--- config.mk ---
export PLATFORM = sky130hd
export DESIGN_NAME = hpd_config_bank
export DESIGN_NICKNAME = d
export VERILOG_FILES = /design/src/design/hpd_pkg.sv /design/src/design/hpd_port_map.sv /design/src/design/hpd_config_bank.sv
export SDC_FILE = /design/constraint.sdc
export NUM_CORES = 1
export LEC_CHECK = 0
export BUFFER_PORTS_ARGS = -buffer_cell sky130_fd_sc_hd__buf_2
export CAP_MARGIN = 40
export CORE_MARGIN = 1
export CORE_UTILIZATION = 40
export CTS_CLUSTER_DIAMETER = 60
export DETAILED_ROUTE_END_ITERATION = 7
export GPL_TIMING_DRIVEN = 1
export SYNTH_ARGS = -nofsm -noshare
export SYNTH_HDL_FRONTEND = slang
export SYNTH_SLANG_ARGS = --single-unit
--- constraint.sdc ---
create_clock -name mclk -period 4.9 [get_ports mclk]
set_input_delay 0.49 -clock mclk [delete_from_list [all_inputs] [get_ports mclk]]
set_output_delay 0.49 -clock mclk [all_outputs]
set_load 0.005 [all_outputs]
--- src/design/hpd_pkg.sv ---
// constants for the hub port disable and power configuration bank
package hpd_pkg;
	localparam int NUM_PORTS = 7;
	localparam logic [7:0] ADDR_BUS_PORT_DISABLE = 8'h0B;
	localparam logic [7:0] ADDR_SELF_MAX_POWER = 8'h0C;
	localparam logic [7:0] ADDR_BUS_MAX_POWER = 8'h0D;
	localparam logic [7:0] ADDR_HC_CUR_SP = 8'h0E;
	localparam logic [7:0] ADDR_HC_CUR_BP = 8'h0F;
	localparam logic [7:0] RST_PORT_DIS = 8'h00;
	localparam logic [7:0] RST_MAX_PWR = 8'h00;
	localparam logic [7:0] RST_HC_CUR = 8'h32;
	localparam logic [7:0] RESERVED_MASK = 8'hFE;
endpackage : hpd_pkg

--- src/design/hpd_port_map.sv ---
// compacts enabled downstream ports into consecutive logical numbers
`timescale 1ns/100ps
module hpd_port_map (
	// disable mask, bit n is port n, bit 0 unused
	input wire logic [7:0] disable_mask,
	// results
	output logic [2:0] active_count,
	output logic [20:0] logical_of_phys
);
	always_comb begin
		logic [2:0] cnt;
		cnt = 3'h0;
		logical_of_phys = 21'h0;
		for (int p = 1; p <= hpd_pkg::NUM_PORTS; p++) begin
			if (!disable_mask[p]) begin
				cnt = cnt + 3'h1;
				logical_of_phys[(p-1)*3 +: 3] = cnt;
			end
		end
		active_count = cnt;
	end
endmodule : hpd_port_map

--- src/design/hpd_config_bank.sv ---
// configuration bank: bus-powered port disable, max power and controller current
//
// Functional notes
// - set disable bit means port disabled
// - bits 7..1 map ports 7..1, bit0 zero
// - standard mode keeps disabled ports permanently off
// - report enabled count, renumber active ports
// - default config takes disables from straps
// - self-powered max power in 2 mA steps
// - bus-powered max power in 2 mA steps
// - self-powered controller current in 2 mA steps
// - bus-powered controller current in 2 mA steps
// - controller current bytes reset to 50
// - remap enable selects standard or remap numbering; when set, the code instead ignores all disables and reports all 7 ports
`timescale 1ns/100ps
module hpd_config_bank (
	// clock and reset
	input wire logic mclk,
	input wire logic rst_n,
	// configuration byte port
	input wire logic cfg_wr,
	input wire logic [7:0] cfg_addr,
	input wire logic [7:0] cfg_wdata,
	output logic [7:0] cfg_rdata,
	// mode selection
	input wire logic use_default_cfg,
	input wire logic port_remap_enable,
	input wire logic self_powered,
	// strap pins, asynchronous
	input wire logic [7:1] port_disable_strap_plus,
	input wire logic [7:1] port_disable_strap_minus,
	// to hub core and descriptors
	output logic [7:1] port_disabled,
	output logic [2:0] num_ports_reported,
	output logic [20:0] logical_port_num,
	output logic [7:0] max_power_units,
	output logic [7:0] controller_current_units
);
	logic [7:0] port_dis_q, port_dis_d;
	logic [7:0] mp_sp_q, mp_sp_d;
	logic [7:0] mp_bp_q, mp_bp_d;
	logic [7:0] hc_sp_q, hc_sp_d;
	logic [7:0] hc_bp_q, hc_bp_d;
	logic [7:1] strp_s1_q, strp_s2_q, strm_s1_q, strm_s2_q;
	logic [7:0] eff_mask;
	logic [2:0] cnt_w;
	logic [20:0] map_w;
	logic [7:1] dis_d;
	logic [2:0] num_d;
	logic [20:0] map_d;
	logic [7:0] mp_d, hc_d, rd_d;
	logic [7:1] dis_q;
	logic [2:0] num_q;
	logic [20:0] map_q;
	logic [7:0] mp_q, hc_q, rd_q;

	always_comb begin
		port_dis_d = port_dis_q;
		mp_sp_d = mp_sp_q;
		mp_bp_d = mp_bp_q;
		hc_sp_d = hc_sp_q;
		hc_bp_d = hc_bp_q;
		if (cfg_wr) begin
			unique case (cfg_addr)
				hpd_pkg::ADDR_BUS_PORT_DISABLE: port_dis_d = cfg_wdata & hpd_pkg::RESERVED_MASK;
				hpd_pkg::ADDR_SELF_MAX_POWER: mp_sp_d = cfg_wdata;
				hpd_pkg::ADDR_BUS_MAX_POWER: mp_bp_d = cfg_wdata;
				hpd_pkg::ADDR_HC_CUR_SP: hc_sp_d = cfg_wdata;
				hpd_pkg::ADDR_HC_CUR_BP: hc_bp_d = cfg_wdata;
				default: ;
			endcase
		end
	end

	// straps only matter in default mode, but are always synchronised
	always_ff @(posedge mclk) begin
		strp_s1_q <= port_disable_strap_plus;
		strp_s2_q <= strp_s1_q;
		strm_s1_q <= port_disable_strap_minus;
		strm_s2_q <= strm_s1_q;
	end

	always_ff @(posedge mclk) begin
		if (!rst_n) begin
			port_dis_q <= hpd_pkg::RST_PORT_DIS;
			mp_sp_q <= hpd_pkg::RST_MAX_PWR;
			mp_bp_q <= hpd_pkg::RST_MAX_PWR;
			hc_sp_q <= hpd_pkg::RST_HC_CUR;
			hc_bp_q <= hpd_pkg::RST_HC_CUR;
		end else begin
			port_dis_q <= port_dis_d;
			mp_sp_q <= mp_sp_d;
			mp_bp_q <= mp_bp_d;
			hc_sp_q <= hc_sp_d;
			hc_bp_q <= hc_bp_d;
		end
	end

	// in default mode a port is off if either strap marks it; remap mode ignores the disable byte and the straps
	always_comb begin
		if (port_remap_enable) begin
			eff_mask = 8'h00;
		end else if (use_default_cfg) begin
			eff_mask = {strp_s2_q | strm_s2_q, 1'b0};
		end else begin
			eff_mask = port_dis_q;
		end
	end

	hpd_port_map u_map (
		.disable_mask(eff_mask),
		.active_count(cnt_w),
		.logical_of_phys(map_w)
	);

	always_comb begin
		dis_d = eff_mask[7:1];
		num_d = cnt_w;
		map_d = map_w;
		mp_d = self_powered ? mp_sp_q : mp_bp_q;
		hc_d = self_powered ? hc_sp_q : hc_bp_q;
		unique case (cfg_addr)
			hpd_pkg::ADDR_BUS_PORT_DISABLE: rd_d = port_dis_q & hpd_pkg::RESERVED_MASK;
			hpd_pkg::ADDR_SELF_MAX_POWER: rd_d = mp_sp_q;
			hpd_pkg::ADDR_BUS_MAX_POWER: rd_d = mp_bp_q;
			hpd_pkg::ADDR_HC_CUR_SP: rd_d = hc_sp_q;
			hpd_pkg::ADDR_HC_CUR_BP: rd_d = hc_bp_q;
			default: rd_d = 8'h00;
		endcase
	end

	always_ff @(posedge mclk) begin
		if (!rst_n) begin
			dis_q <= 7'h00;
			num_q <= 3'h0;
			map_q <= 21'h0;
			mp_q <= 8'h00;
			hc_q <= 8'h00;
			rd_q <= 8'h00;
		end else begin
			dis_q <= dis_d;
			num_q <= num_d;
			map_q <= map_d;
			mp_q <= mp_d;
			hc_q <= hc_d;
			rd_q <= rd_d;
		end
	end

	assign port_disabled = dis_q;
	assign num_ports_reported = num_q;
	assign logical_port_num = map_q;
	assign max_power_units = mp_q;
	assign controller_current_units = hc_q;
	assign cfg_rdata = rd_q;
endmodule : hpd_config_bank

==> reports/qor.csv <==
stage,metric,value,unit
global_routing,largest net degree at the start of global routing,47,
pwr,"Power, Total",2.494,mW
floorplan,Die X,106.3,µm
floorplan,cell row count,37,
floorplan,die area,11300,µm²
critical_path,Crit. End Element,register,
clock_tree,root buffer cell,clkbuf_8,
critical_path,most frequent cell on the critical path,ha_1,
critical_path,depth of the most critical reg-to-reg path,15,
logic_synthesis,Post-synth EDFFs,0,
critical_path,CP Cell Sequence,nor2_1 -> a211oi_2 -> ha_1 -> xnor2_4 -> ha_1 -> mux2i_1 -> inv_1 -> ha_1 -> nand2_1 -> o21ai_1 -> ha_1 -> mux2_2 -> ha_1 -> a22oi_1 -> o2bb2ai_1,
clock_tree,Longest Clk Path Bufs,2,
timing,Slew Limit Fails,0,
layout,layout net count,540,
logic_synthesis,Mapped Cells,409,
place,dpl hpwl,6328,µm
layout,non-filler instance count after layout,648,
pwr,power per cell area,456.6,nW/µm²
global_routing,GR Overflow Total,0,
logic_synthesis,post-synthesis sequential area ratio,54.73,%
outcome,status,finished clean,
clock_tree,Inserted Clock Buffers,17,
timing,final period utilization,81.93,%
detailed_routing,post-route ant nets,0,
critical_path,slowest cell delay on critical path,0.47,ns
timing,Max-slew headroom,52.28,%
critical_path,crit path max fanout,7,
timing,Fmax achieved,0.2491,GHz
global_routing,initial antenna violation count,0,
timing,Final Setup Violations,0,
clock_tree,CTS tree,built,
worst_hold_path,worst min path class,in2reg,
pwr,Lkg Pwr,2.549,nW
worst_hold_path,hold depth,1,
floorplan,Ports,91,
logic_synthesis,Synth top area share,54.73,%
flow_run,Max-cap violations,0,
place,RePlAce Congestion,0.7675,
floorplan,Die Ht,106.3,µm
clock_tree,Post-CTS Setup Bufs,0,
logic_synthesis,Synth Flop Type,dfxtp_1,
layout,Syn-to-layout area delta,25.47,%
clock_tree,Hold Buf Count CTS,0,
logic_synthesis,mapped cell area,4353,µm²
timing,Fin Hold WS,0.06743,ns
critical_path,FF-to-FF Start,port_dis_q[2],
timing,slew at the pin closest to its max-slew limit,0.7131,ns
detailed_routing,DRT iter0 DRCs,96,
critical_path,CP top delay family,adder cells,
floorplan,core area,10420,µm²
layout,design area,5461,µm²
pwr,Peak VDD IR,0.2052,mV
global_routing,global-route wire length before repair,14930,µm
logic_synthesis,Syn Area/Cell,10.64,µm²
layout,layout cell share with drive strength beyond 1,26.76,%
critical_path,Crit Path Category,reg2reg,
critical_path,slowest CP cell,a211oi_2,
critical_path,startpoint types,register,
clock_tree,Post-CTS Resized,0,
timing,skew final,0.005130,ns
floorplan,Initial Utilization,41.79,%
logic_synthesis,Synth area leader,dfxtp_1,
detailed_routing,routed vias,3179,
place,I/O Buffers,87,
global_routing,vias in the first global route,2991,
detailed_routing,drt via density,4.906,
detailed_routing,# DRC,0,
clock_tree,clk slew on worst S/H paths,0.06,ns
place,placed cells,616,
worst_hold_path,WHS Endpoint,strp_s1_q[2],
clock_tree,Worst-Skew Late Latency,0.52,ns
detailed_routing,wire length per cell,14.34,µm
critical_path,Buf/Inv on CP,1,
worst_hold_path,Min-Delay Startpoint,port_disable_strap_plus[2],
place,Post-DP Area,4888,µm²
critical_path,Critical Path RT,5.30,ns
critical_path,RR Endpoint,num_ports_reported[1],
logic_synthesis,"Distinct cells, synth",50,
timing,Tmin final,4.015,ns
logic_synthesis,Yosys warning count,0,
detailed_routing,total wire length,9292,µm
logic_synthesis,asr flop ratio synth,0,%
layout,filler instances,966,
detailed_routing,1st-pass router iterations,4,
clock_tree,Sink Count,119,
timing,setup TNS,0,ns
global_routing,GRT Total Usage,17.67,%
timing,unrepaired setup endpoints after global routing,no,
logic_synthesis,Synth area leaders,"dfxtp_1 55%, mux2i_1 14%, nor2_1 7.2%, nand2_1 2.9%, ha_1 1.4%",
clock_tree,H-tree depth,4,
critical_path,R2R Setup Slk,0.89,ns
layout,Antenna Cells,0,
logic_synthesis,"FF+latch count, synth",119,
critical_path,crit path DAT,4.42,ns
timing,Final Hold Fails,0,
[routing by layer]
metal / vias to the layer above / GRT usage (%) / routed length, µm
met2: 104 / 26.67 / 4334
met4: 0 / 9.226 / 197
met3: 17 / 4.598 / 509
li1: 1573 / - / -
met1: 1485 / 23.10 / 4251
met5: - / 0 / 0
[registers in the layout (all words and copies together) (netlist names), 8 cells and up]
signal and count:
logical_port_num 18, controller_current_units 8, mp_bp_q 8, max_power_units 8
hc_bp_q 8, mp_sp_q 8, hc_sp_q 8, cfg_rdata 8
[per-stage QoR]
stage / utilization, % / setup slack [ns]
final: 52.43 / 0.8852
after global routing: 52.43 / 0.6169
after CTS: 52.43 / 0.8714
after detailed placement: 46.93 / 0.5141
after global placement: 46.67 / 0.6318
after floorplan: - / 1.056
[cell usage in the layout (no fill, tap or decap), drive strengths merged, types with 2 or more instances in the layout]
cell type	Yosys	final
mux2i	62	62
clkinv	0	2
inv	2	2
nor2	85	85
a21oi	5	5
clkinvlp	0	3
dfxtp	119	119
and2	4	4
or3	3	3
a22oi	8	8
xor2	5	5
a211o	3	3
o21ai	2	2
o22ai	7	7
nand4	2	2
nor3	8	8
xnor2	7	7
a211oi	2	2
bufinv	0	3
nor3b	2	2
and3	4	4
ha	5	5
buf	7	90
nor2b	2	2
nand2	34	34
clkbuf	14	24
conb	1	3
nand3	5	5
[cell type report]
cell class                 count  area (µm²)  share of cell area (%)
multi-input combinational    269        1858                   34.02
clock inverter                 8       122.6                   2.245
timing repair buffer          90       470.5                   8.614
inverter                       2       7.507                  0.1375
tap                          136       170.2                   3.116
sequential                   119        2382                   43.62
clock buffer                  24       450.4                   8.247
[worst max path at each step]
stage,start,to,slack (ns),cells after the start
floorplan,port_remap_enable,num_ports_reported[1],1.06,15
global placement,use_default_cfg,num_ports_reported[1],0.63,16
detailed placement,use_default_cfg,num_ports_reported[1],0.51,16
CTS,port_dis_q[2],num_ports_reported[1],0.87,15
global route,port_dis_q[2],num_ports_reported[1],0.62,15
finish,port_dis_q[2],num_ports_reported[1],0.89,15
[synthesized netlist by cell type (2+ instances only)]
cell	n
a211o_4	2
a211oi_2	2
a21oi_1	5
a22oi_1	8
and2_1	4
and3_1	4
buf_1	2
buf_4	3
clkbuf_1	12
dfxtp_1	119
ha_1	5
mux2i_1	62
nand2_1	34
nand3_1	5
nand4_1	2
nor2_1	83
nor2_2	2
nor2b_1	2
nor3_1	4
nor3_2	4
o22ai_1	7
or3_1	3
xnor2_1	5
xor2_1	3
xor2_4	2
[power breakdown]
part           internal (mW)  leakage, nW  switching (mW)
combinational          0.126         1.30           0.143
clock                  0.785        0.269           0.409
sequential              1.02        0.977          0.0113
[cells by family (layout without fill, tap and decap cells)]
family / count (synthesis) / in the layout / synth area share (%)
xor gates and xnor gates: 13 / 13 / 4.427
other: 1 / 3 / 0.08615
adders and majority gates: 5 / 5 / 1.437
and+or+nand+nor: 153 / 153 / 15.90
buffers and inverters: 23 / 124 / 2.759
AOI/OAI and AO/OA: 31 / 31 / 5.634
muxes: 64 / 64 / 15.03
DFF: 119 / 119 / 54.73
No activity file was read; power rests on OpenSTA's default activity.
